===== src/tbfr_pkg.sv =====
// Package with register map, field positions and timing constants
package tbfr_pkg;
   localparam logic [7:0] ADDR_TYPEB_CFG  = 8'h1e;
   localparam logic [7:0] ADDR_UART_SPEED = 8'h1f;
   localparam logic [7:0] ADDR_RSVD_A     = 8'h20;
   localparam logic [7:0] ADDR_CRC_HIGH   = 8'h21;
   localparam logic [7:0] ADDR_CRC_LOW    = 8'h22;
   localparam logic [7:0] ADDR_RSVD_B     = 8'h23;

   localparam logic [7:0] RST_TYPEB_CFG   = 8'h00;
   localparam logic [7:0] RST_UART_SPEED  = 8'heb;
   localparam logic [7:0] RST_RSVD_A      = 8'h00;
   localparam logic [7:0] RST_CRC         = 8'hff;
   localparam logic [7:0] RST_RSVD_B      = 8'h88;
   localparam logic [7:0] TYPEB_WR_MASK   = 8'hdf;

   localparam int BIT_RX_SOF_REQ   = 7;
   localparam int BIT_RX_EOF_REQ   = 6;
   localparam int BIT_MARKER_WIDTH = 4;
   localparam int BIT_TX_SOF_SUPP  = 3;
   localparam int BIT_TX_EOF_SUPP  = 2;

   // Marker lengths in ETU, adjust and ETU length in clock cycles
   localparam int SOF_LOW_MIN_ETU  = 10;
   localparam int SOF_LOW_MAX_ETU  = 11;
   localparam int SOF_HIGH_MIN_ETU = 2;
   localparam int SOF_HIGH_MAX_ETU = 3;
   localparam int EOF_LOW_MIN_ETU  = 10;
   localparam int EOF_LOW_MAX_ETU  = 11;
   localparam int ADJ_LOW_ETU      = 11;
   localparam int ADJ_HIGH_ETU     = 2;
   localparam int ADJ_CYCLES       = 8;
   localparam int ETU_CYCLES       = 128;

   typedef enum logic [2:0] {
      TX_IDLE     = 3'b000,
      TX_SOF_LOW  = 3'b001,
      TX_SOF_HIGH = 3'b010,
      TX_DATA     = 3'b011,
      TX_EOF_LOW  = 3'b100,
      TX_GUARD    = 3'b101
   } tbfr_tx_state_t;

   typedef enum logic [1:0] {
      RX_IDLE    = 2'b00,
      RX_DATA    = 2'b01,
      RX_DISCARD = 2'b10
   } tbfr_rx_state_t;
endpackage


===== src/tbfr_tx_framer.sv =====
// Type B transmit framer: start marker, data bits, end marker, guard bits
module tbfr_tx_framer (
   // Clock and reset
   input  wire logic       clk_sys,
   input  wire logic       reset,
   // Configuration
   input  wire logic       marker_width_select,
   input  wire logic       marker_length_adjust,
   input  wire logic       tx_start_marker_suppress,
   input  wire logic       tx_end_marker_suppress,
   input  wire logic [1:0] extra_guard_bits,
   // Frame control
   input  wire logic       tx_start,
   input  wire logic       tx_last_bit,
   input  wire logic       tx_bit,
   output logic            tx_bit_take,
   output logic            tx_busy,
   output logic            tx_out
);
   typedef struct packed {
      tbfr_pkg::tbfr_tx_state_t st;
      logic [11:0]              cnt;
      logic [1:0]               guard;
      logic                     last;
      logic                     out;
   } tbfr_tx_t;

   tbfr_tx_t s_r, s_nxt;

   function automatic logic [11:0] etu(input int n, input int adj);
      etu = 12'(n * tbfr_pkg::ETU_CYCLES + adj);
   endfunction

   logic [11:0] sof_low, sof_high, eof_low;

   always_comb begin
      if (marker_width_select && marker_length_adjust) begin
         sof_low  = etu(tbfr_pkg::ADJ_LOW_ETU, -tbfr_pkg::ADJ_CYCLES);
         sof_high = etu(tbfr_pkg::ADJ_HIGH_ETU, tbfr_pkg::ADJ_CYCLES);
         eof_low  = etu(tbfr_pkg::ADJ_LOW_ETU, -tbfr_pkg::ADJ_CYCLES);
      end else if (marker_width_select) begin
         sof_low  = etu(tbfr_pkg::SOF_LOW_MAX_ETU, 0);
         sof_high = etu(tbfr_pkg::SOF_HIGH_MAX_ETU, 0);
         eof_low  = etu(tbfr_pkg::EOF_LOW_MAX_ETU, 0);
      end else begin
         sof_low  = etu(tbfr_pkg::SOF_LOW_MIN_ETU, 0);
         sof_high = etu(tbfr_pkg::SOF_HIGH_MIN_ETU, 0);
         eof_low  = etu(tbfr_pkg::EOF_LOW_MIN_ETU, 0);
      end
   end

   logic [11:0] bit_len;
   assign bit_len = etu(1, 0);

   always_comb begin
      s_nxt = s_r;
      tx_bit_take = 1'b0;
      if (s_r.cnt != 12'h000)
         s_nxt.cnt = s_r.cnt - 12'h001;
      case (s_r.st)
         tbfr_pkg::TX_IDLE: begin
            s_nxt.out = 1'b1;
            if (tx_start) begin
               s_nxt.guard = extra_guard_bits;
               if (tx_start_marker_suppress) begin
                  s_nxt.st  = tbfr_pkg::TX_DATA;
                  s_nxt.cnt = 12'h000;
               end else begin
                  s_nxt.st  = tbfr_pkg::TX_SOF_LOW;
                  s_nxt.cnt = sof_low - 12'h001;
                  s_nxt.out = 1'b0;
               end
            end
         end
         tbfr_pkg::TX_SOF_LOW:
            if (s_r.cnt == 12'h000) begin
               s_nxt.st  = tbfr_pkg::TX_SOF_HIGH;
               // Data state holds the line high one cycle before its first bit
               s_nxt.cnt = sof_high - 12'h002;
               s_nxt.out = 1'b1;
            end
         tbfr_pkg::TX_SOF_HIGH:
            if (s_r.cnt == 12'h000) begin
               s_nxt.st  = tbfr_pkg::TX_DATA;
            end
         tbfr_pkg::TX_DATA:
            if (s_r.cnt == 12'h000) begin
               if (s_r.last) begin
                  s_nxt.last = 1'b0;
                  if (tx_end_marker_suppress) begin
                     s_nxt.st  = tbfr_pkg::TX_GUARD;
                     s_nxt.out = 1'b1;
                     s_nxt.cnt = etu(int'(s_r.guard), 0);
                  end else begin
                     s_nxt.st  = tbfr_pkg::TX_EOF_LOW;
                     s_nxt.out = 1'b0;
                     s_nxt.cnt = eof_low - 12'h001;
                  end
               end else begin
                  tx_bit_take = 1'b1;
                  s_nxt.out  = tx_bit;
                  s_nxt.last = tx_last_bit;
                  s_nxt.cnt  = bit_len - 12'h001;
               end
            end
         tbfr_pkg::TX_EOF_LOW:
            if (s_r.cnt == 12'h000) begin
               s_nxt.st  = tbfr_pkg::TX_GUARD;
               s_nxt.out = 1'b1;
               s_nxt.cnt = etu(int'(s_r.guard), 0);
            end
         tbfr_pkg::TX_GUARD:
            if (s_r.cnt == 12'h000)
               s_nxt.st = tbfr_pkg::TX_IDLE;
         default: s_nxt.st = tbfr_pkg::TX_IDLE;
      endcase
   end

   always_ff @(posedge clk_sys) begin
      if (reset)
         s_r <= '{st: tbfr_pkg::TX_IDLE, cnt: 12'h000, guard: 2'h0, last: 1'b0, out: 1'b1};
      else
         s_r <= s_nxt;
   end

   assign tx_busy = (s_r.st != tbfr_pkg::TX_IDLE);
   assign tx_out  = s_r.out;
endmodule


===== src/tbfr_rx_filter.sv =====
// Type B receive marker filter: strips markers, drops or flags streams
module tbfr_rx_filter (
   // Clock and reset
   input  wire logic       clk_sys,
   input  wire logic       reset,
   // Configuration
   input  wire logic       rx_start_marker_required,
   input  wire logic       rx_end_marker_required,
   // Decoded stream from the demodulator
   input  wire logic       rx_frame_start,
   input  wire logic       rx_sof_seen,
   input  wire logic       rx_byte_valid,
   input  wire logic [7:0] rx_byte,
   input  wire logic       rx_frame_end,
   input  wire logic       rx_eof_seen,
   // Output to the FIFO
   output logic            fifo_wr,
   output logic [7:0]      fifo_data,
   output logic            protocol_error
);
   typedef struct packed {
      tbfr_pkg::tbfr_rx_state_t st;
      logic                     wr;
      logic [7:0]               data;
      logic                     perr;
   } tbfr_rx_t;

   tbfr_rx_t s_r, s_nxt;

   always_comb begin
      s_nxt = s_r;
      s_nxt.wr = 1'b0;
      s_nxt.perr = 1'b0;
      case (s_r.st)
         tbfr_pkg::RX_IDLE:
            if (rx_frame_start) begin
               if (rx_start_marker_required && !rx_sof_seen)
                  s_nxt.st = tbfr_pkg::RX_DISCARD;
               else
                  s_nxt.st = tbfr_pkg::RX_DATA;
            end
         tbfr_pkg::RX_DATA: begin
            // Only data bytes reach the FIFO, markers never do
            if (rx_byte_valid) begin
               s_nxt.wr   = 1'b1;
               s_nxt.data = rx_byte;
            end
            if (rx_frame_end) begin
               s_nxt.st   = tbfr_pkg::RX_IDLE;
               s_nxt.perr = rx_end_marker_required && !rx_eof_seen;
            end
         end
         tbfr_pkg::RX_DISCARD:
            if (rx_frame_end)
               s_nxt.st = tbfr_pkg::RX_IDLE;
         default: s_nxt.st = tbfr_pkg::RX_IDLE;
      endcase
   end

   always_ff @(posedge clk_sys) begin
      if (reset)
         s_r <= '{st: tbfr_pkg::RX_IDLE, wr: 1'b0, data: 8'h00, perr: 1'b0};
      else
         s_r <= s_nxt;
   end

   assign fifo_wr        = s_r.wr;
   assign fifo_data      = s_r.data;
   assign protocol_error = s_r.perr;
endmodule


===== src/tbfr_regs.sv =====
// Type B framing, UART speed and checksum result register bank
//
// Summary of operation
// - Start marker required: drop streams lacking it
// - Start marker optional: accept, strip marker
// - End marker required: missing marker flags error
// - End marker optional: accept, strip marker
// - Width one, adjust zero: maximum markers
// - Both one: 11 ETU-8, 2 ETU+8 markers
// - Width zero, adjust zero: minimum markers
// - Guard field adds zero to three bits
// - Coarse speed bits 7:5, reset EBh
// - Fine speed bits 4:0 set rate too
// - Checksum bytes read-only at 21h/22h, FFh
// - Framing register 1Eh resets 00h, bit5 reserved
// - Slots 20h and 23h inert, 00h/88h
module tbfr_regs (
   // Clock and reset
   input  wire logic       clk_sys,
   input  wire logic       reset,
   // Register port
   input  wire logic [7:0] reg_addr,
   input  wire logic [7:0] reg_wdata,
   input  wire logic       reg_wr,
   input  wire logic       reg_rd,
   output logic [7:0]      reg_rdata,
   // Checksum engine
   input  wire logic [15:0] checksum_value,
   input  wire logic        checksum_load,
   input  wire logic        checksum_ready_flag,
   // Marker adjust from the self-test register
   input  wire logic       marker_length_adjust,
   // UART speed factors
   output logic [2:0]      uart_coarse_speed_factor,
   output logic [4:0]      uart_fine_speed_factor,
   // Transmit side
   input  wire logic       tx_start,
   input  wire logic       tx_last_bit,
   input  wire logic       tx_bit,
   output logic            tx_bit_take,
   output logic            tx_busy,
   output logic            tx_out,
   // Receive side
   input  wire logic       rx_frame_start,
   input  wire logic       rx_sof_seen,
   input  wire logic       rx_byte_valid,
   input  wire logic [7:0] rx_byte,
   input  wire logic       rx_frame_end,
   input  wire logic       rx_eof_seen,
   output logic            fifo_wr,
   output logic [7:0]      fifo_data,
   output logic            protocol_error
);
   typedef struct packed {
      logic [7:0] typeb;
      logic [7:0] speed;
      logic [7:0] crc_hi;
      logic [7:0] crc_lo;
      logic [7:0] rdata;
   } tbfr_regs_t;

   tbfr_regs_t s_r, s_nxt;

   function automatic logic [7:0] read_mux(input tbfr_regs_t s, input logic [7:0] a);
      case (a)
         tbfr_pkg::ADDR_TYPEB_CFG:  read_mux = s.typeb;
         tbfr_pkg::ADDR_UART_SPEED: read_mux = s.speed;
         tbfr_pkg::ADDR_RSVD_A:     read_mux = tbfr_pkg::RST_RSVD_A;
         tbfr_pkg::ADDR_CRC_HIGH:   read_mux = s.crc_hi;
         tbfr_pkg::ADDR_CRC_LOW:    read_mux = s.crc_lo;
         tbfr_pkg::ADDR_RSVD_B:     read_mux = tbfr_pkg::RST_RSVD_B;
         default:                   read_mux = 8'h00;
      endcase
   endfunction

   always_comb begin
      s_nxt = s_r;
      if (reg_wr && reg_addr == tbfr_pkg::ADDR_TYPEB_CFG)
         s_nxt.typeb = reg_wdata & tbfr_pkg::TYPEB_WR_MASK;
      if (reg_wr && reg_addr == tbfr_pkg::ADDR_UART_SPEED)
         s_nxt.speed = reg_wdata;
      // Checksum bytes only change from the engine
      if (checksum_load) begin
         s_nxt.crc_hi = checksum_value[15:8];
         s_nxt.crc_lo = checksum_value[7:0];
      end
      s_nxt.rdata = reg_rd ? read_mux(s_r, reg_addr) : 8'h00;
   end

   always_ff @(posedge clk_sys) begin
      if (reset)
         s_r <= '{typeb:  tbfr_pkg::RST_TYPEB_CFG,
                  speed:  tbfr_pkg::RST_UART_SPEED,
                  crc_hi: tbfr_pkg::RST_CRC,
                  crc_lo: tbfr_pkg::RST_CRC,
                  rdata:  8'h00};
      else
         s_r <= s_nxt;
   end

   assign reg_rdata                = s_r.rdata;
   assign uart_coarse_speed_factor = s_r.speed[7:5];
   assign uart_fine_speed_factor   = s_r.speed[4:0];

   tbfr_tx_framer u_tx (
      .clk_sys                  (clk_sys),
      .reset                    (reset),
      .marker_width_select      (s_r.typeb[tbfr_pkg::BIT_MARKER_WIDTH]),
      .marker_length_adjust     (marker_length_adjust),
      .tx_start_marker_suppress (s_r.typeb[tbfr_pkg::BIT_TX_SOF_SUPP]),
      .tx_end_marker_suppress   (s_r.typeb[tbfr_pkg::BIT_TX_EOF_SUPP]),
      .extra_guard_bits         (s_r.typeb[1:0]),
      .tx_start                 (tx_start),
      .tx_last_bit              (tx_last_bit),
      .tx_bit                   (tx_bit),
      .tx_bit_take              (tx_bit_take),
      .tx_busy                  (tx_busy),
      .tx_out                   (tx_out)
   );

   tbfr_rx_filter u_rx (
      .clk_sys                  (clk_sys),
      .reset                    (reset),
      .rx_start_marker_required (s_r.typeb[tbfr_pkg::BIT_RX_SOF_REQ]),
      .rx_end_marker_required   (s_r.typeb[tbfr_pkg::BIT_RX_EOF_REQ]),
      .rx_frame_start           (rx_frame_start),
      .rx_sof_seen              (rx_sof_seen),
      .rx_byte_valid            (rx_byte_valid),
      .rx_byte                  (rx_byte),
      .rx_frame_end             (rx_frame_end),
      .rx_eof_seen              (rx_eof_seen),
      .fifo_wr                  (fifo_wr),
      .fifo_data                (fifo_data),
      .protocol_error           (protocol_error)
   );
endmodule


===== config.mk =====
export PLATFORM = sky130hd
export DESIGN_NAME = tbfr_regs
export DESIGN_NICKNAME = d
export VERILOG_FILES = /design/src/tbfr_pkg.sv /design/src/tbfr_tx_framer.sv /design/src/tbfr_rx_filter.sv /design/src/tbfr_regs.sv
export SDC_FILE = /design/constraint.sdc
export NUM_CORES = 1
export LEC_CHECK = 0
export ABC_AREA = 1
export BUFFER_PORTS_ARGS = -buffer_cell sky130_fd_sc_hd__clkbuf_2
export CAP_MARGIN = 20
export CORE_MARGIN = 1
export CORE_UTILIZATION = 50
export CTS_BUF_LIST = sky130_fd_sc_hd__clkbuf_8
export DETAILED_ROUTE_END_ITERATION = 8
export PLACE_DENSITY = 0.75
export SYNTH_ARGS = -nofsm -noshare
export SYNTH_HDL_FRONTEND = slang
export SYNTH_HIERARCHICAL = 1
export SYNTH_SLANG_ARGS = --single-unit

===== constraint.sdc =====
create_clock -name clk_sys -period 1.8 [get_ports clk_sys]
set_input_delay 0.27 -clock clk_sys [delete_from_list [all_inputs] [get_ports clk_sys]]
set_output_delay 0.27 -clock clk_sys [all_outputs]
set_load 0.02 [all_outputs]

==> flow_summary.html, run 1 <==
<table>
<tr><th>Metric</th><th>Value</th></tr>
<tr><th colspan="2">Timing</th></tr>
<tr><td>Setup repair after global routing missed its margin</td><td>true</td></tr>
<tr><td>Max Clock Freq</td><td>about 0.56 GHz</td></tr>
<tr><td>Worst Max-Slew Pin Slew</td><td>between 0.4 and 0.5 ns</td></tr>
<tr><td>Post-route minimum period</td><td>1.80 ns</td></tr>
<tr><td>Worst-case headroom to the max-slew limit</td><td>66.8%</td></tr>
<tr><td>Clock tree skew after final layout</td><td>0.00402 ns</td></tr>
<tr><td>Final worst hold slack</td><td>between 0.08 and 0.09 ns</td></tr>
<tr><td>Minimum setup slack in the final design</td><td>0.00461 ns</td></tr>
<tr><td>Final critical-path share of the clock period</td><td>99.7%</td></tr>
<tr><td>Number of pins with negative max-slew slack in the final report</td><td>0</td></tr>
<tr><td>Number of endpoints failing setup at the final stage</td><td>0</td></tr>
<tr><td>Setup TNS Final</td><td>0 ns</td></tr>
<tr><td>Hold Vio Cnt, Final</td><td>0</td></tr>
<tr><th colspan="2">Synth</th></tr>
<tr><td>Post-synthesis sequential area ratio</td><td>36.2%</td></tr>
<tr><td>Post-synthesis cell count</td><td>573</td></tr>
<tr><td>Post-synth top flop</td><td>sky130_fd_sc_hd__dfxtp_1</td></tr>
<tr><td>Mux share of post-synthesis cell area</td><td>0%</td></tr>
<tr><td>Arithmetic-cell share of the synthesized area counting full adders, half adders and majority gates</td><td>1.29%</td></tr>
<tr><td>Combined area of all synthesized cells</td><td>3870 um^2</td></tr>
<tr><td>Post-Synth XOR/XNOR Area</td><td>1.58%</td></tr>
<tr><td>Cell taking the most area after synthesis</td><td>sky130_fd_sc_hd__dfxtp_1</td></tr>
<tr><td>Simple-gate share of the synthesized area</td><td>38.4%</td></tr>
<tr><td>Main combinational cell family by area after synthesis</td><td>simple AND/OR/NAND/NOR gates</td></tr>
<tr><td>Number of synthesized flops with an enable pin</td><td>0</td></tr>
<tr><td>Main area contributors after synthesis</td><td>sky130_fd_sc_hd__dfxtp_1 (36%), sky130_fd_sc_hd__nand2_1 (15%), sky130_fd_sc_hd__nand3_1 (8.9%)</td></tr>
<tr><td>Ranking of synthesized cells by instance count</td><td>sky130_fd_sc_hd__nand2_1 (159), sky130_fd_sc_hd__dfxtp_1 (70), sky130_fd_sc_hd__nand3_1 (69)</td></tr>
<tr><td>Total of flip-flops plus latches after synthesis</td><td>70</td></tr>
<tr><td>Count of cell types in the netlist</td><td>34</td></tr>
<tr><td>Top-area cell type share of the netlist area</td><td>36.2%</td></tr>
<tr><td>Fraction of the mapped netlist area in compound gates</td><td>9.18%</td></tr>
<tr><td>Synthesized Nets</td><td>632</td></tr>
<tr><td>Most used standard cell by instance count after synthesis</td><td>sky130_fd_sc_hd__nand2_1</td></tr>
<tr><td>Post-synth ARST share</td><td>0%</td></tr>
<tr><td>Yosys synthesis warning count</td><td>6</td></tr>
<tr><td>Average cell area after synthesis</td><td>6.76 um^2</td></tr>
<tr><th colspan="2">Route</th></tr>
<tr><td>Post-route DRC</td><td>0</td></tr>
<tr><td>Number of vias after detailed routing</td><td>3821</td></tr>
<tr><td>Post-route ant nets</td><td>0</td></tr>
<tr><td>Average routed wire per standard cell</td><td>12.3 um</td></tr>
<tr><td>Average vias per placed instance</td><td>~5.1</td></tr>
<tr><td>Violation count after the first detailed-route iteration</td><td>212</td></tr>
<tr><td>Detailed Routing Iterations Pass 1</td><td>6</td></tr>
<tr><td>Wire length reported by the detailed router</td><td>approximately 9 mm</td></tr>
<tr><th colspan="2">Clock tree</th></tr>
<tr><td>Maximum root-to-sink buffer count</td><td>2</td></tr>
<tr><td>Root cell of the clock tree</td><td>sky130_fd_sc_hd__clkbuf_8</td></tr>
<tr><td>Number of clock sinks</td><td>70</td></tr>
<tr><td>Depth of the CTS H-tree</td><td>3</td></tr>
<tr><td>Hold buffer count at cts</td><td>0</td></tr>
<tr><td>Clock latency at the later pin of the worst-skew pair</td><td>0.34 ns</td></tr>
<tr><td>Num CTS Buffers</td><td>9</td></tr>
<tr><td>CTS tree</td><td>done</td></tr>
<tr><td>Clock transition at the registers of the reported paths</td><td>around 0.080 ns</td></tr>
<tr><th colspan="2">Critical path</th></tr>
<tr><td>Data arrival time of the critical path</td><td>1.53 ns</td></tr>
<tr><td>Nature of the critical path endpoint</td><td>primary output</td></tr>
<tr><td>Cell with the biggest individual delay on the critical path</td><td>sky130_fd_sc_hd__dfxtp_2</td></tr>
<tr><td>Crit path max fanout</td><td>2</td></tr>
<tr><td>Worst flop-to-flop path endpoint</td><td>u_tx/s_r[4]$_SDFF_PP0_</td></tr>
<tr><td>Max stage delay on crit path</td><td>0.33 ns</td></tr>
<tr><td>Flop-to-flop setup slack</td><td>0.09 ns</td></tr>
<tr><td>Category of the critical setup timing path</td><td>register to primary output</td></tr>
<tr><td>R2R cell count</td><td>10</td></tr>
<tr><td>Crit-path most repeated cell</td><td>sky130_fd_sc_hd__nor2_4</td></tr>
<tr><td>CP Data Required Time</td><td>1.53 ns</td></tr>
<tr><td>Startpoint types</td><td>register</td></tr>
<tr><td>Cells along the critical path</td><td>inv_2, ha_4, nand2_4, nor2_4, nand2_4, nor2_4, inv_2, nor2_4, buf_8</td></tr>
<tr><td>Reg2reg start</td><td>u_tx/s_r[5]$_SDFF_PP0_</td></tr>
<tr><th colspan="2">GRT</th></tr>
<tr><td>Number of global-route vias before repair</td><td>3560</td></tr>
<tr><td>Largest net degree at the start of global routing</td><td>18</td></tr>
<tr><td>Antenna violations before repair</td><td>0</td></tr>
<tr><td>Global-route total usage across every layer</td><td>23.7%</td></tr>
<tr><td>Wire length of the first global-routing pass</td><td>15.8 mm</td></tr>
<tr><td>Total global routing overflow</td><td>0</td></tr>
<tr><th colspan="2">Placed design</th></tr>
<tr><td>Last weighted congestion value of the routability-driven placer</td><td>slightly below 0.9</td></tr>
<tr><td>Placed cells</td><td>725</td></tr>
<tr><td>Half-perimeter wire length after placement</td><td>6.91 mm</td></tr>
<tr><td>Worst slack at placement</td><td>0.00229 ns</td></tr>
<tr><td># port buffers</td><td>82</td></tr>
<tr><th colspan="2">Run</th></tr>
<tr><td>MaxCap Viol Count</td><td>0</td></tr>
<tr><th colspan="2">Power</th></tr>
<tr><td>Peak VDD IR</td><td>approximately 0.66 mV</td></tr>
<tr><td>Leakage power</td><td>between 2 and 2.5 nW</td></tr>
<tr><td>Final total power</td><td>4.50 mW</td></tr>
<tr><td>Part of the power in registers</td><td>39.8%</td></tr>
<tr><td>Proportion of power drawn by combinational gates</td><td>25.4%</td></tr>
<tr><td>Power share of the clock group</td><td>34.8%</td></tr>
<tr><td>Share of total power consumed by net switching</td><td>a little under a third</td></tr>
<tr><td>Internal Pwr Total</td><td>3.10 mW</td></tr>
<tr><td>Sw Pwr</td><td>roughly 1.4 mW</td></tr>
<tr><td>Power per cell area</td><td>979 nW/um^2</td></tr>
<tr><th colspan="2">Hold path</th></tr>
<tr><td>Min-Delay Startpoint</td><td>rx_eof_seen</td></tr>
<tr><td>Worst Hold Path Cells</td><td>2</td></tr>
<tr><td>Kind of path behind the tightest hold check</td><td>primary input to register</td></tr>
<tr><td>Min-Delay Endpoint</td><td>u_rx/protocol_error$_SDFF_PP0_</td></tr>
<tr><th colspan="2">Die</th></tr>
<tr><td>Die Width</td><td>90.0 um</td></tr>
<tr><td>Core outline area</td><td>7370 um^2</td></tr>
<tr><td>Die height</td><td>90.0 um</td></tr>
<tr><td>Std-Cell Rows</td><td>31</td></tr>
<tr><td>Starting density of the core</td><td>52.5%</td></tr>
<tr><td>Area of the die</td><td>8100 um^2</td></tr>
<tr><td>Number of top-level pins</td><td>84</td></tr>
<tr><th colspan="2">Final layout</th></tr>
<tr><td>Fraction of final layout cells sized beyond drive strength 1</td><td>25.5%</td></tr>
<tr><td>Count of non-filler cells in the finished layout</td><td>753</td></tr>
<tr><td>Area grow syn2layout</td><td>18.6%</td></tr>
<tr><td>Post-layout net count</td><td>708</td></tr>
<tr><td>Antenna diode count</td><td>0</td></tr>
<tr><th colspan="2">Status</th></tr>
<tr><td>Outcome</td><td>finished, final reports clean</td></tr>
</table>
[state kept, by name (all words and copies together), names as in the netlist]
signal                    cells
reg_rdata                     8
u_tx/s_r                     18
u_rx/s_r                      2
uart_coarse_speed_factor      3
u_rx/fifo_data                8
uart_fine_speed_factor        5
u_rx/protocol_error           1
u_tx/tx_out                   1
u_rx/fifo_wr                  1
s_r                          23
[final cells by class]
type | instances | area [um^2]
timing repair buffer | 101 | 576
inverter | 67 | 262
sequential | 70 | 1410
clock inverter | 6 | 110
fill | 689 | 2780
tap | 99 | 124
clock buffer | 10 | 138
multi-input combinational | 400 | 1980
[power groups by stage]
stage,Clock [mW],Combinational (mW),Sequential (mW)
finish,1.56,1.14,1.79
global route,1.65,1.29,1.81
CTS,1.58,1.12,1.79
detailed placement,0,1.05,1.82
global placement,0,1.02,1.81
floorplan,0,0.841,1.81
[cell families after synthesis]
family | count (synthesis)
fa+ha+maj | 4
compound gates | 68
simple gates | 321
xor+xnor | 7
flops | 70
buf+inv | 103
[stage by stage]
step | util, % | area (um^2)
floorplan | - | 3870
global placement | 57.2 | 4210
detailed placement | 57.2 | 4210
CTS | 61.8 | 4560
global route | 62.3 | 4590
finish | 62.3 | 4590
[worst max-delay path by stage]
stage	start	endpoint	slack, ns
after floorplan	u_tx/s_r[4]$_SDFF_PP0_	u_tx/s_r[4]$_SDFF_PP0_	0.06
after global placement	u_tx/s_r[4]$_SDFF_PP0_	u_tx/s_r[4]$_SDFF_PP0_	0.04
after detailed placement	u_tx/s_r[4]$_SDFF_PP0_	u_tx/s_r[4]$_SDFF_PP0_	0.002
after CTS	u_tx/s_r[5]$_SDFF_PP0_	tx_bit_take	-0.06
after global routing	u_tx/s_r[5]$_SDFF_PP0_	tx_bit_take	-0.08
final	u_tx/s_r[5]$_SDFF_PP0_	tx_bit_take	0.005
[repair_timing]
action / CTS / global route
setup buffers: 8 / 4
pin swaps: 8 / 4
setup endpoints to repair: 2 / 1
resized for setup: 13 / 2
[cells in the final DEF, fill, tap and decap left out, types with 2 or more instances in the layout]
| cell | instances |
|---|---|
| sky130_fd_sc_hd__a21oi_1 | 27 |
| sky130_fd_sc_hd__buf_4 | 18 |
| sky130_fd_sc_hd__bufinv_16 | 3 |
| sky130_fd_sc_hd__clkbuf_2 | 81 |
| sky130_fd_sc_hd__clkbuf_8 | 10 |
| sky130_fd_sc_hd__clkinv_4 | 3 |
| sky130_fd_sc_hd__dfxtp_1 | 65 |
| sky130_fd_sc_hd__dfxtp_2 | 5 |
| sky130_fd_sc_hd__ha_1 | 3 |
| sky130_fd_sc_hd__inv_1 | 55 |
| sky130_fd_sc_hd__inv_2 | 10 |
| sky130_fd_sc_hd__nand2_1 | 158 |
| sky130_fd_sc_hd__nand2_2 | 8 |
| sky130_fd_sc_hd__nand2_4 | 4 |
| sky130_fd_sc_hd__nand3_1 | 69 |
| sky130_fd_sc_hd__nand3_2 | 2 |
| sky130_fd_sc_hd__nand3b_1 | 2 |
| sky130_fd_sc_hd__nor2_1 | 53 |
| sky130_fd_sc_hd__nor2_2 | 5 |
| sky130_fd_sc_hd__nor2_4 | 11 |
| sky130_fd_sc_hd__nor3_1 | 5 |
| sky130_fd_sc_hd__o21ai_0 | 32 |
| sky130_fd_sc_hd__o21ai_1 | 4 |
| sky130_fd_sc_hd__xor2_1 | 6 |
[routing by layer]
layer / wire length (um) / GRT usage (%)
met1: 4260 / 31.3
met2: 4350 / 38.7
met3: 469 / 3.72
met4: 172 / 9.68
met5: 0 / 0
[worst max-delay path: cells and delay by family (launching register included)]
kind / cells / cell delay [ns]
buf+inv: 3 / 0.24
flops: 1 / 0.33
fa+ha+maj: 1 / 0.15
simple gates: 5 / 0.46
Note: power is estimated with default switching activity, not from simulation.
==> run 2: changes to the inputs <==
==> constraint.sdc (replaced) <==
create_clock -name clk_sys -period 1.8 [get_ports clk_sys]
set_input_delay 0.18 -clock clk_sys [delete_from_list [all_inputs] [get_ports clk_sys]]
set_output_delay 0.18 -clock clk_sys [all_outputs]
set_load 0.02 [all_outputs]
==> flow_summary.html, run 2 (synthesis gave the netlist of run 1 again) <==
<table>
<tr><th>Metric</th><th>Value</th></tr>
<tr><th colspan="2">Clock tree</th></tr>
<tr><td>Clock transition at the registers of the reported paths</td><td>0.08 ns (about the same)</td></tr>
<tr><td>Depth of the CTS H-tree</td><td>3 (unchanged)</td></tr>
<tr><td>Root cell of the clock tree</td><td>sky130_fd_sc_hd__clkbuf_8</td></tr>
<tr><td>Number of clock sinks</td><td>70 (unchanged)</td></tr>
<tr><td>Maximum root-to-sink buffer count</td><td>2 (unchanged)</td></tr>
<tr><td>Num CTS Buffers</td><td>9 (unchanged)</td></tr>
<tr><td>CTS tree</td><td>done</td></tr>
<tr><td>Clock latency at the later pin of the worst-skew pair</td><td>0.35 ns (about the same)</td></tr>
<tr><th colspan="2">Die</th></tr>
<tr><td>Starting density of the core</td><td>52.5% (unchanged)</td></tr>
<tr><td>Area of the die</td><td>8100 um^2 (unchanged)</td></tr>
<tr><td>Number of top-level pins</td><td>84 (unchanged)</td></tr>
<tr><td>Die Width</td><td>90.0 um (unchanged)</td></tr>
<tr><td>Std-Cell Rows</td><td>31 (unchanged)</td></tr>
<tr><td>Core outline area</td><td>7370 um^2 (unchanged)</td></tr>
<tr><td>Die height</td><td>90.0 um (unchanged)</td></tr>
<tr><th colspan="2">Power</th></tr>
<tr><td>Power share of the clock group</td><td>33.1% (-1.7 points)</td></tr>
<tr><td>Share of total power consumed by net switching</td><td>33.3% (+2.2 points)</td></tr>
<tr><td>Part of the power in registers</td><td>40.8% (+1.0 points)</td></tr>
<tr><td>Proportion of power drawn by combinational gates</td><td>26.1% (+0.7 points)</td></tr>
<tr><td>Peak VDD IR</td><td>0.603 mV (-8.0%)</td></tr>
<tr><td>Power per cell area</td><td>960 nW/um^2 (-1.9%)</td></tr>
<tr><td>Leakage power</td><td>2.30 nW (-0.89%)</td></tr>
<tr><td>Sw Pwr</td><td>1.46 mW (+4.5%)</td></tr>
<tr><td>Internal Pwr Total</td><td>2.92 mW (-5.7%)</td></tr>
<tr><th colspan="2">Timing</th></tr>
<tr><td>Final worst hold slack</td><td>0.0245 ns (-0.0628 ns)</td></tr>
<tr><td>Minimum setup slack in the final design</td><td>0.0590 ns (+0.0544 ns)</td></tr>
<tr><td>Clock tree skew after final layout</td><td>0.00707 ns (+0.00305 ns)</td></tr>
<tr><td>Number of endpoints failing setup at the final stage</td><td>0 (unchanged)</td></tr>
<tr><td>Max Clock Freq</td><td>0.574 GHz (+3.1%)</td></tr>
<tr><td>Worst-case headroom to the max-slew limit</td><td>67.6% (+0.80 points)</td></tr>
<tr><td>Worst Max-Slew Pin Slew</td><td>0.485 ns (-0.0119 ns)</td></tr>
<tr><td>Number of pins with negative max-slew slack in the final report</td><td>0 (unchanged)</td></tr>
<tr><td>Final critical-path share of the clock period</td><td>96.7% (-3.0 points)</td></tr>
<tr><td>Setup repair after global routing missed its margin</td><td>true</td></tr>
<tr><td>Post-route minimum period</td><td>1.74 ns (-0.0544 ns)</td></tr>
<tr><td>Hold Vio Cnt, Final</td><td>0 (unchanged)</td></tr>
<tr><th colspan="2">Critical path</th></tr>
<tr><td>Kind of cell with the highest combined delay on the critical path</td><td>simple AND/OR/NAND/NOR gates</td></tr>
<tr><td>Cell with the biggest individual delay on the critical path</td><td>sky130_fd_sc_hd__dfxtp_2</td></tr>
<tr><td>Data arrival time of the critical path</td><td>1.56 ns (+0.03 ns)</td></tr>
<tr><td>Category of the critical setup timing path</td><td>register to primary output</td></tr>
<tr><td>Crit-path most repeated cell</td><td>sky130_fd_sc_hd__nor2_4</td></tr>
<tr><td>Cells along the critical path</td><td>inv_2, ha_4, nand2_4, nor2_4, nand2_4, nor2_4, inv_2, nor2_4, buf_8</td></tr>
<tr><td>Number of buffer and inverter stages on the critical path</td><td>3 (unchanged)</td></tr>
<tr><td>Crit path max fanout</td><td>3 (+1)</td></tr>
<tr><td>CP Data Required Time</td><td>1.62 ns (+0.09 ns)</td></tr>
<tr><td>Max stage delay on crit path</td><td>0.33 ns (about the same)</td></tr>
<tr><td>Nature of the critical path endpoint</td><td>primary output</td></tr>
<tr><td>Startpoint types</td><td>register</td></tr>
<tr><th colspan="2">GRT</th></tr>
<tr><td>Routing usage on met1</td><td>29.5% (-1.8 points)</td></tr>
<tr><td>Number of global-route vias before repair</td><td>3741 (+5.1%)</td></tr>
<tr><td>Largest net degree at the start of global routing</td><td>18 (unchanged)</td></tr>
<tr><td>Fraction of met3 tracks used by global routing</td><td>4.40% (+0.68 points)</td></tr>
<tr><td>Antenna violations before repair</td><td>0 (unchanged)</td></tr>
<tr><td>Total global routing overflow</td><td>0 (unchanged)</td></tr>
<tr><td>Routing layer with the top usage in global route</td><td>met2</td></tr>
<tr><td>Global-route total usage across every layer</td><td>24.4% (+0.66 points)</td></tr>
<tr><td>Global-route met2 utilization</td><td>42.0% (+3.3 points)</td></tr>
<tr><td>Wire length of the first global-routing pass</td><td>16.2 mm (+2.2%)</td></tr>
<tr><th colspan="2">Route</th></tr>
<tr><td>Average vias per placed instance</td><td>5.13 (+1.1%)</td></tr>
<tr><td>Wire length reported by the detailed router</td><td>9.49 mm (+2.5%)</td></tr>
<tr><td>Number of vias after detailed routing</td><td>3857 (+0.94%)</td></tr>
<tr><td>Post-route ant nets</td><td>0 (unchanged)</td></tr>
<tr><td>Post-route DRC</td><td>0 (unchanged)</td></tr>
<tr><td>Detailed Routing Iterations Pass 1</td><td>5 (-1)</td></tr>
<tr><td>Average routed wire per standard cell</td><td>12.6 um (+2.7%)</td></tr>
<tr><td>Violation count after the first detailed-route iteration</td><td>305 (+44%)</td></tr>
<tr><th colspan="2">Final layout</th></tr>
<tr><td>Antenna diode count</td><td>0 (unchanged)</td></tr>
<tr><td>Highest-count cells in the layout ignoring fill and taps</td><td>sky130_fd_sc_hd__nand2_1 (158), sky130_fd_sc_hd__clkbuf_2 (81), sky130_fd_sc_hd__nand3_1 (69)</td></tr>
<tr><td>Fraction of final layout cells sized beyond drive strength 1</td><td>25.4% (-0.11 points)</td></tr>
<tr><td>Most common cell after layout, fill and taps aside</td><td>sky130_fd_sc_hd__nand2_1</td></tr>
<tr><td>Post-layout net count</td><td>707 (-0.14%)</td></tr>
<tr><td>Register with the most flip-flops</td><td>s_r</td></tr>
<tr><td>Max reg flops</td><td>23 (unchanged)</td></tr>
<tr><td>Area grow syn2layout</td><td>17.8%</td></tr>
<tr><td>Count of non-filler cells in the finished layout</td><td>752 (-0.13%)</td></tr>
<tr><td>Largest registers</td><td>s_r x23, u_tx/s_r x18</td></tr>
<tr><th colspan="2">Status</th></tr>
<tr><td>Outcome</td><td>finished, final reports clean</td></tr>
<tr><th colspan="2">Hold path</th></tr>
<tr><td>Kind of path behind the tightest hold check</td><td>primary input to register</td></tr>
<tr><th colspan="2">Run</th></tr>
<tr><td>MaxCap Viol Count</td><td>0 (unchanged)</td></tr>
<tr><th colspan="2">Placed design</th></tr>
<tr><td># port buffers</td><td>82 (unchanged)</td></tr>
<tr><td>Half-perimeter wire length after placement</td><td>6.95 mm (+0.68%)</td></tr>
<tr><td>Placed cells</td><td>726 (+0.14%)</td></tr>
<tr><td>Last weighted congestion value of the routability-driven placer</td><td>0.870 (-1.0%)</td></tr>
<tr><td>Worst slack at placement</td><td>0.0559 ns (+0.0536 ns)</td></tr>
</table>
[run 2: cell types whose count changed in the layout (fill, tap and decap cells not counted)]
| cell | before | now |
|---|---|---|
| sky130_fd_sc_hd__buf_4 | 18 | 16 |
| sky130_fd_sc_hd__bufinv_16 | 3 | 2 |
| sky130_fd_sc_hd__clkbuf_8 | 10 | 9 |
| sky130_fd_sc_hd__clkinv_2 | 0 | 1 |
| sky130_fd_sc_hd__clkinvlp_4 | 1 | 2 |
| sky130_fd_sc_hd__dlygate4sd3_1 | 0 | 1 |
| sky130_fd_sc_hd__inv_1 | 55 | 54 |
| sky130_fd_sc_hd__inv_6 | 0 | 1 |
| sky130_fd_sc_hd__o21ai_0 | 32 | 30 |
| sky130_fd_sc_hd__o21ai_1 | 4 | 6 |
[run 2: area by class of cell]
class                           instances  area, um^2
Multi-Input combinational cell        400        1980
Fill cell                             711        2810
Clock inverter                          7        97.6
Sequential cell                        70        1410
Inverter                               67         262
Timing Repair Buffer                  100         571
Clock buffer                            9         124
Tap cell                               99         124
[run 2: per-layer routing]
layer,wire [um],up-vias
met3,586,24
met1,4160,1746
li1,-,1947
met5,0,-
met4,214,0
met2,4530,140
[run 2: through the flow]
stage | area [um^2] | power, mW | util (%) | setup TNS (ns)
after global placement | 4220 | 2.85 | 57.3 | 0
final | 4560 | 4.38 | 61.9 | 0
after detailed placement | 4220 | 2.88 | 57.3 | 0
after floorplan | 3870 | 2.65 | - | 0
after CTS | 4540 | 4.38 | 61.6 | 0
after global routing | 4560 | 4.62 | 61.9 | -0.0458
[run 2: power groups by stage]
stage          sequential (mW)  combinational (mW)  clock, mW
2_1_floorplan             1.81               0.841          0
3_3_place_gp              1.81                1.03          0
3_5_place_dp              1.82                1.06          0
4_1_cts                   1.79                1.14       1.46
5_1_grt                   1.80                1.30       1.52
6_report                  1.79                1.14       1.45
[run 2: worst min-delay path: cells and delay by family]
kind | cells | cell delay, ns
and+or+nand+nor | 2 | 0.09
buffers and inverters | 1 | 0.07
[run 2: worst paths after layout]
check / endpoint / slack [ns] / depth (start not counted) / from
max: tx_bit_take / 0.06 / 9 / u_tx/s_r[5]$_SDFF_PP0_
min: uart_coarse_speed_factor[0]$_SDFFE_PP1P_ / 0.02 / 3 / reg_wdata[5]
max reg2reg: u_tx/s_r[4]$_SDFF_PP0_ / 0.09 / 10 / u_tx/s_r[5]$_SDFF_PP0_
min reg2reg: s_r[11]$_SDFFE_PP1P_ / 0.47 / 2 / s_r[11]$_SDFFE_PP1P_
[run 2: what timing repair did]
action,4_1_cts,5_1_grt
hold endpoints to repair,1,0
pin swaps,7,5
cloned,0,0
hold buffers,1,0
buffers inserted,7,2
resized for setup,11,6
endpoints found under the setup margin,1,3
==> run 3: changes to the inputs <==
- PLACE_DENSITY: 0.75 -> 0.77
==> flow_summary.html, run 3 (synthesis gave the netlist of run 1 again) <==
<table>
<tr><th>Metric</th><th>Value</th></tr>
<tr><th colspan="2">Status</th></tr>
<tr><td>Outcome</td><td>finished, final reports clean</td></tr>
<tr><th colspan="2">Clock tree</th></tr>
<tr><td>Depth of the CTS H-tree</td><td>3 (unchanged)</td></tr>
<tr><td>Clock latency at the later pin of the worst-skew pair</td><td>0.36 ns (about the same)</td></tr>
<tr><td>CTS tree</td><td>done</td></tr>
<tr><td>Clock transition at the registers of the reported paths</td><td>0.08 ns (about the same)</td></tr>
<tr><td>Root cell of the clock tree</td><td>sky130_fd_sc_hd__clkbuf_8</td></tr>
<tr><td>Number of clock sinks</td><td>70 (unchanged)</td></tr>
<tr><td>Num CTS Buffers</td><td>9 (unchanged)</td></tr>
<tr><td>Maximum root-to-sink buffer count</td><td>2 (unchanged)</td></tr>
<tr><th colspan="2">Route</th></tr>
<tr><td>Number of vias after detailed routing</td><td>3825 (-0.83%)</td></tr>
<tr><td>Wire length reported by the detailed router</td><td>9.36 mm (-1.4%)</td></tr>
<tr><td>Average vias per placed instance</td><td>5.08 (-0.96%)</td></tr>
<tr><td>Post-route DRC</td><td>0 (unchanged)</td></tr>
<tr><td>Post-route ant nets</td><td>0 (unchanged)</td></tr>
<tr><td>Violation count after the first detailed-route iteration</td><td>285 (-6.6%)</td></tr>
<tr><td>Average routed wire per standard cell</td><td>12.4 um (-1.5%)</td></tr>
<tr><td>Detailed Routing Iterations Pass 1</td><td>5 (unchanged)</td></tr>
<tr><th colspan="2">Timing</th></tr>
<tr><td>Number of endpoints failing setup at the final stage</td><td>0 (unchanged)</td></tr>
<tr><td>Worst Max-Slew Pin Slew</td><td>0.475 ns (-0.0103 ns)</td></tr>
<tr><td>Clock tree skew after final layout</td><td>0.00979 ns (+0.00272 ns)</td></tr>
<tr><td>Setup TNS Final</td><td>0 ns (unchanged)</td></tr>
<tr><td>Worst-case headroom to the max-slew limit</td><td>68.3% (+0.69 points)</td></tr>
<tr><td>Max Clock Freq</td><td>0.559 GHz (-2.7%)</td></tr>
<tr><td>Final critical-path share of the clock period</td><td>99.4% (+2.6 points)</td></tr>
<tr><td>Post-route minimum period</td><td>1.79 ns (+0.0476 ns)</td></tr>
<tr><td>Setup repair after global routing missed its margin</td><td>true</td></tr>
<tr><td>Hold Vio Cnt, Final</td><td>0 (unchanged)</td></tr>
<tr><td>Number of pins with negative max-slew slack in the final report</td><td>0 (unchanged)</td></tr>
<tr><th colspan="2">Final layout</th></tr>
<tr><td>Combined flip-flop and latch cell area</td><td>1410 um^2 (about the same)</td></tr>
<tr><td>Largest registers</td><td>s_r x23, u_tx/s_r x18</td></tr>
<tr><td>Most common cell after layout, fill and taps aside</td><td>sky130_fd_sc_hd__nand2_1</td></tr>
<tr><td>Count of non-filler cells in the finished layout</td><td>753 (+0.13%)</td></tr>
<tr><td>Final std cell area, no fill</td><td>4580 um^2 (+0.44%)</td></tr>
<tr><td>Highest-count cells in the layout ignoring fill and taps</td><td>sky130_fd_sc_hd__nand2_1 (158), sky130_fd_sc_hd__clkbuf_2 (81), sky130_fd_sc_hd__nand3_1 (69)</td></tr>
<tr><td>Fraction of final layout cells sized beyond drive strength 1</td><td>25.4% (-0.039 points)</td></tr>
<tr><td>Area grow syn2layout</td><td>18.4%</td></tr>
<tr><td>Post-layout net count</td><td>708 (+0.14%)</td></tr>
<tr><td>Antenna diode count</td><td>0 (unchanged)</td></tr>
<tr><td>Multi-input gate area</td><td>1990 um^2 (+0.44%)</td></tr>
<tr><td>Max reg flops</td><td>23 (unchanged)</td></tr>
<tr><td>Count of fill cells added during filler insertion</td><td>683 (-3.9%)</td></tr>
<tr><td>Register with the most flip-flops</td><td>s_r</td></tr>
<tr><th colspan="2">Critical path</th></tr>
<tr><td>Category of the critical setup timing path</td><td>register to primary output</td></tr>
<tr><td>Number of buffer and inverter stages on the critical path</td><td>3 (unchanged)</td></tr>
<tr><td>Kind of cell with the highest combined delay on the critical path</td><td>simple AND/OR/NAND/NOR gates</td></tr>
<tr><td>CP Data Required Time</td><td>1.62 ns (about the same)</td></tr>
<tr><td>Crit-path most repeated cell</td><td>sky130_fd_sc_hd__nor2_4</td></tr>
<tr><td>Cell with the biggest individual delay on the critical path</td><td>sky130_fd_sc_hd__dfxtp_2</td></tr>
<tr><td>Crit path max fanout</td><td>4 (+1)</td></tr>
<tr><td>Max stage delay on crit path</td><td>0.33 ns (about the same)</td></tr>
<tr><td>Nature of the critical path endpoint</td><td>primary output</td></tr>
<tr><td>Startpoint types</td><td>register</td></tr>
<tr><td>Data arrival time of the critical path</td><td>1.61 ns (+0.05 ns)</td></tr>
<tr><td>Cells along the critical path</td><td>inv_2, ha_4, nand2_4, nor2_4, nand2_8, nor2_4, inv_2, nor2_4, buf_8</td></tr>
<tr><th colspan="2">Die</th></tr>
<tr><td>Area of the die</td><td>8100 um^2 (unchanged)</td></tr>
<tr><td>Number of top-level pins</td><td>84 (unchanged)</td></tr>
<tr><td>Std-Cell Rows</td><td>31 (unchanged)</td></tr>
<tr><td>Starting density of the core</td><td>52.5% (unchanged)</td></tr>
<tr><td>Die height</td><td>90.0 um (unchanged)</td></tr>
<tr><td>Core outline area</td><td>7370 um^2 (unchanged)</td></tr>
<tr><td>Die Width</td><td>90.0 um (unchanged)</td></tr>
<tr><th colspan="2">GRT</th></tr>
<tr><td>Largest net degree at the start of global routing</td><td>18 (unchanged)</td></tr>
<tr><td>Antenna violations before repair</td><td>0 (unchanged)</td></tr>
<tr><td>Total global routing overflow</td><td>0 (unchanged)</td></tr>
<tr><td>Number of global-route vias before repair</td><td>3589 (-4.1%)</td></tr>
<tr><td>Fraction of met3 tracks used by global routing</td><td>4.74% (+0.34 points)</td></tr>
<tr><td>Routing usage on met1</td><td>29.0% (-0.55 points)</td></tr>
<tr><td>Global-route total usage across every layer</td><td>23.8% (-0.60 points)</td></tr>
<tr><td>Wire length of the first global-routing pass</td><td>15.6 mm (-3.2%)</td></tr>
<tr><td>Global-route met2 utilization</td><td>39.9% (-2.1 points)</td></tr>
<tr><td>Routing layer with the top usage in global route</td><td>met2</td></tr>
<tr><th colspan="2">Placed design</th></tr>
<tr><td>Area post-placement</td><td>4220 um^2 (unchanged)</td></tr>
<tr><td>Placed cells</td><td>726 (unchanged)</td></tr>
<tr><td># port buffers</td><td>82 (unchanged)</td></tr>
<tr><td>Half-perimeter wire length after placement</td><td>6.97 mm (+0.16%)</td></tr>
<tr><td>Last weighted congestion value of the routability-driven placer</td><td>0.893 (+2.7%)</td></tr>
<tr><th colspan="2">Power</th></tr>
<tr><td>Power per cell area</td><td>953 nW/um^2 (-0.82%)</td></tr>
<tr><td>Peak VDD IR</td><td>0.558 mV (-7.5%)</td></tr>
<tr><td>Leakage power</td><td>2.31 nW (+0.24%)</td></tr>
<tr><th colspan="2">Hold path</th></tr>
<tr><td>Kind of path behind the tightest hold check</td><td>primary input to register</td></tr>
<tr><th colspan="2">Run</th></tr>
<tr><td>MaxCap Viol Count</td><td>0 (unchanged)</td></tr>
</table>
==> run 3: cell count changes in the layout (fill, tap and decap cells not counted), sizes merged <==
cell,delta
clkinv,+2
buf,+1
clkinvlp,-1
inv,-1
==> run 3: final timing paths <==
check	endpoint	slack, ns	cells past startpoint	from
min	uart_coarse_speed_factor[0]$_SDFFE_PP1P_	0.02	3	reg_wdata[5]
max reg2reg	u_tx/s_r[4]$_SDFF_PP0_	0.07	10	u_tx/s_r[5]$_SDFF_PP0_
min reg2reg	u_rx/protocol_error$_SDFF_PP0_	0.46	2	s_r[38]$_SDFFE_PP0P_
max	tx_bit_take	0.01	9	u_tx/s_r[5]$_SDFF_PP0_
==> run 3: per-layer routing <==
| layer | wire, um | vias to the layer above |
|---|---|---|
| met4 | 242 | 0 |
| met5 | 0 | - |
| li1 | - | 1948 |
| met2 | 4500 | 135 |
| met3 | 598 | 26 |
| met1 | 4020 | 1716 |
==> run 3: worst min-delay path: cells and delay by family <==
family	cells	cell delay (ns)
AND/OR/NAND/NOR	2	0.09
buffers and inverters	1	0.07
==> run 3: cell type report <==
cell class                      count  area share (%)
Multi-Input combinational cell    400            43.3
Sequential cell                    70            30.7
Timing Repair Buffer              101            12.7
Inverter                           67            5.71
Clock buffer                        9            2.70
Tap cell                           99            2.70
Clock inverter                      7            2.16
==> run 3: what timing repair did <==
item / CTS / global route
gates resized for setup: 11 / 7
hold buffers: 1 / 0
hold endpoints to repair: 1 / 0
endpoints found under the setup margin: 2 / 6
buffers inserted: 6 / 4
pin swaps: 6 / 5
==> run 3: where the power goes <==
part           switching, mW  total [mW]  leakage [nW]  internal (mW)
combinational          0.709        1.15          1.62          0.446
sequential            0.0893        1.79         0.575           1.70
clock                  0.641        1.42         0.109          0.784
total                   1.44        4.36          2.31           2.93
==> run 3: per-stage QoR <==
step / power [mW] / setup WS [ns] / hold slack [ns] / utilization [%]
floorplan: 2.65 / 0.0611 / 0.249 / -
global placement: 2.84 / 0.0940 / 0.345 / 57.3
detailed placement: 2.88 / 0.000961 / 0.347 / 57.3
CTS: 4.34 / -0.000213 / 0.0228 / 61.6
global route: 4.61 / -0.0274 / 0.0351 / 62.2
finish: 4.36 / 0.0114 / 0.0207 / 62.2
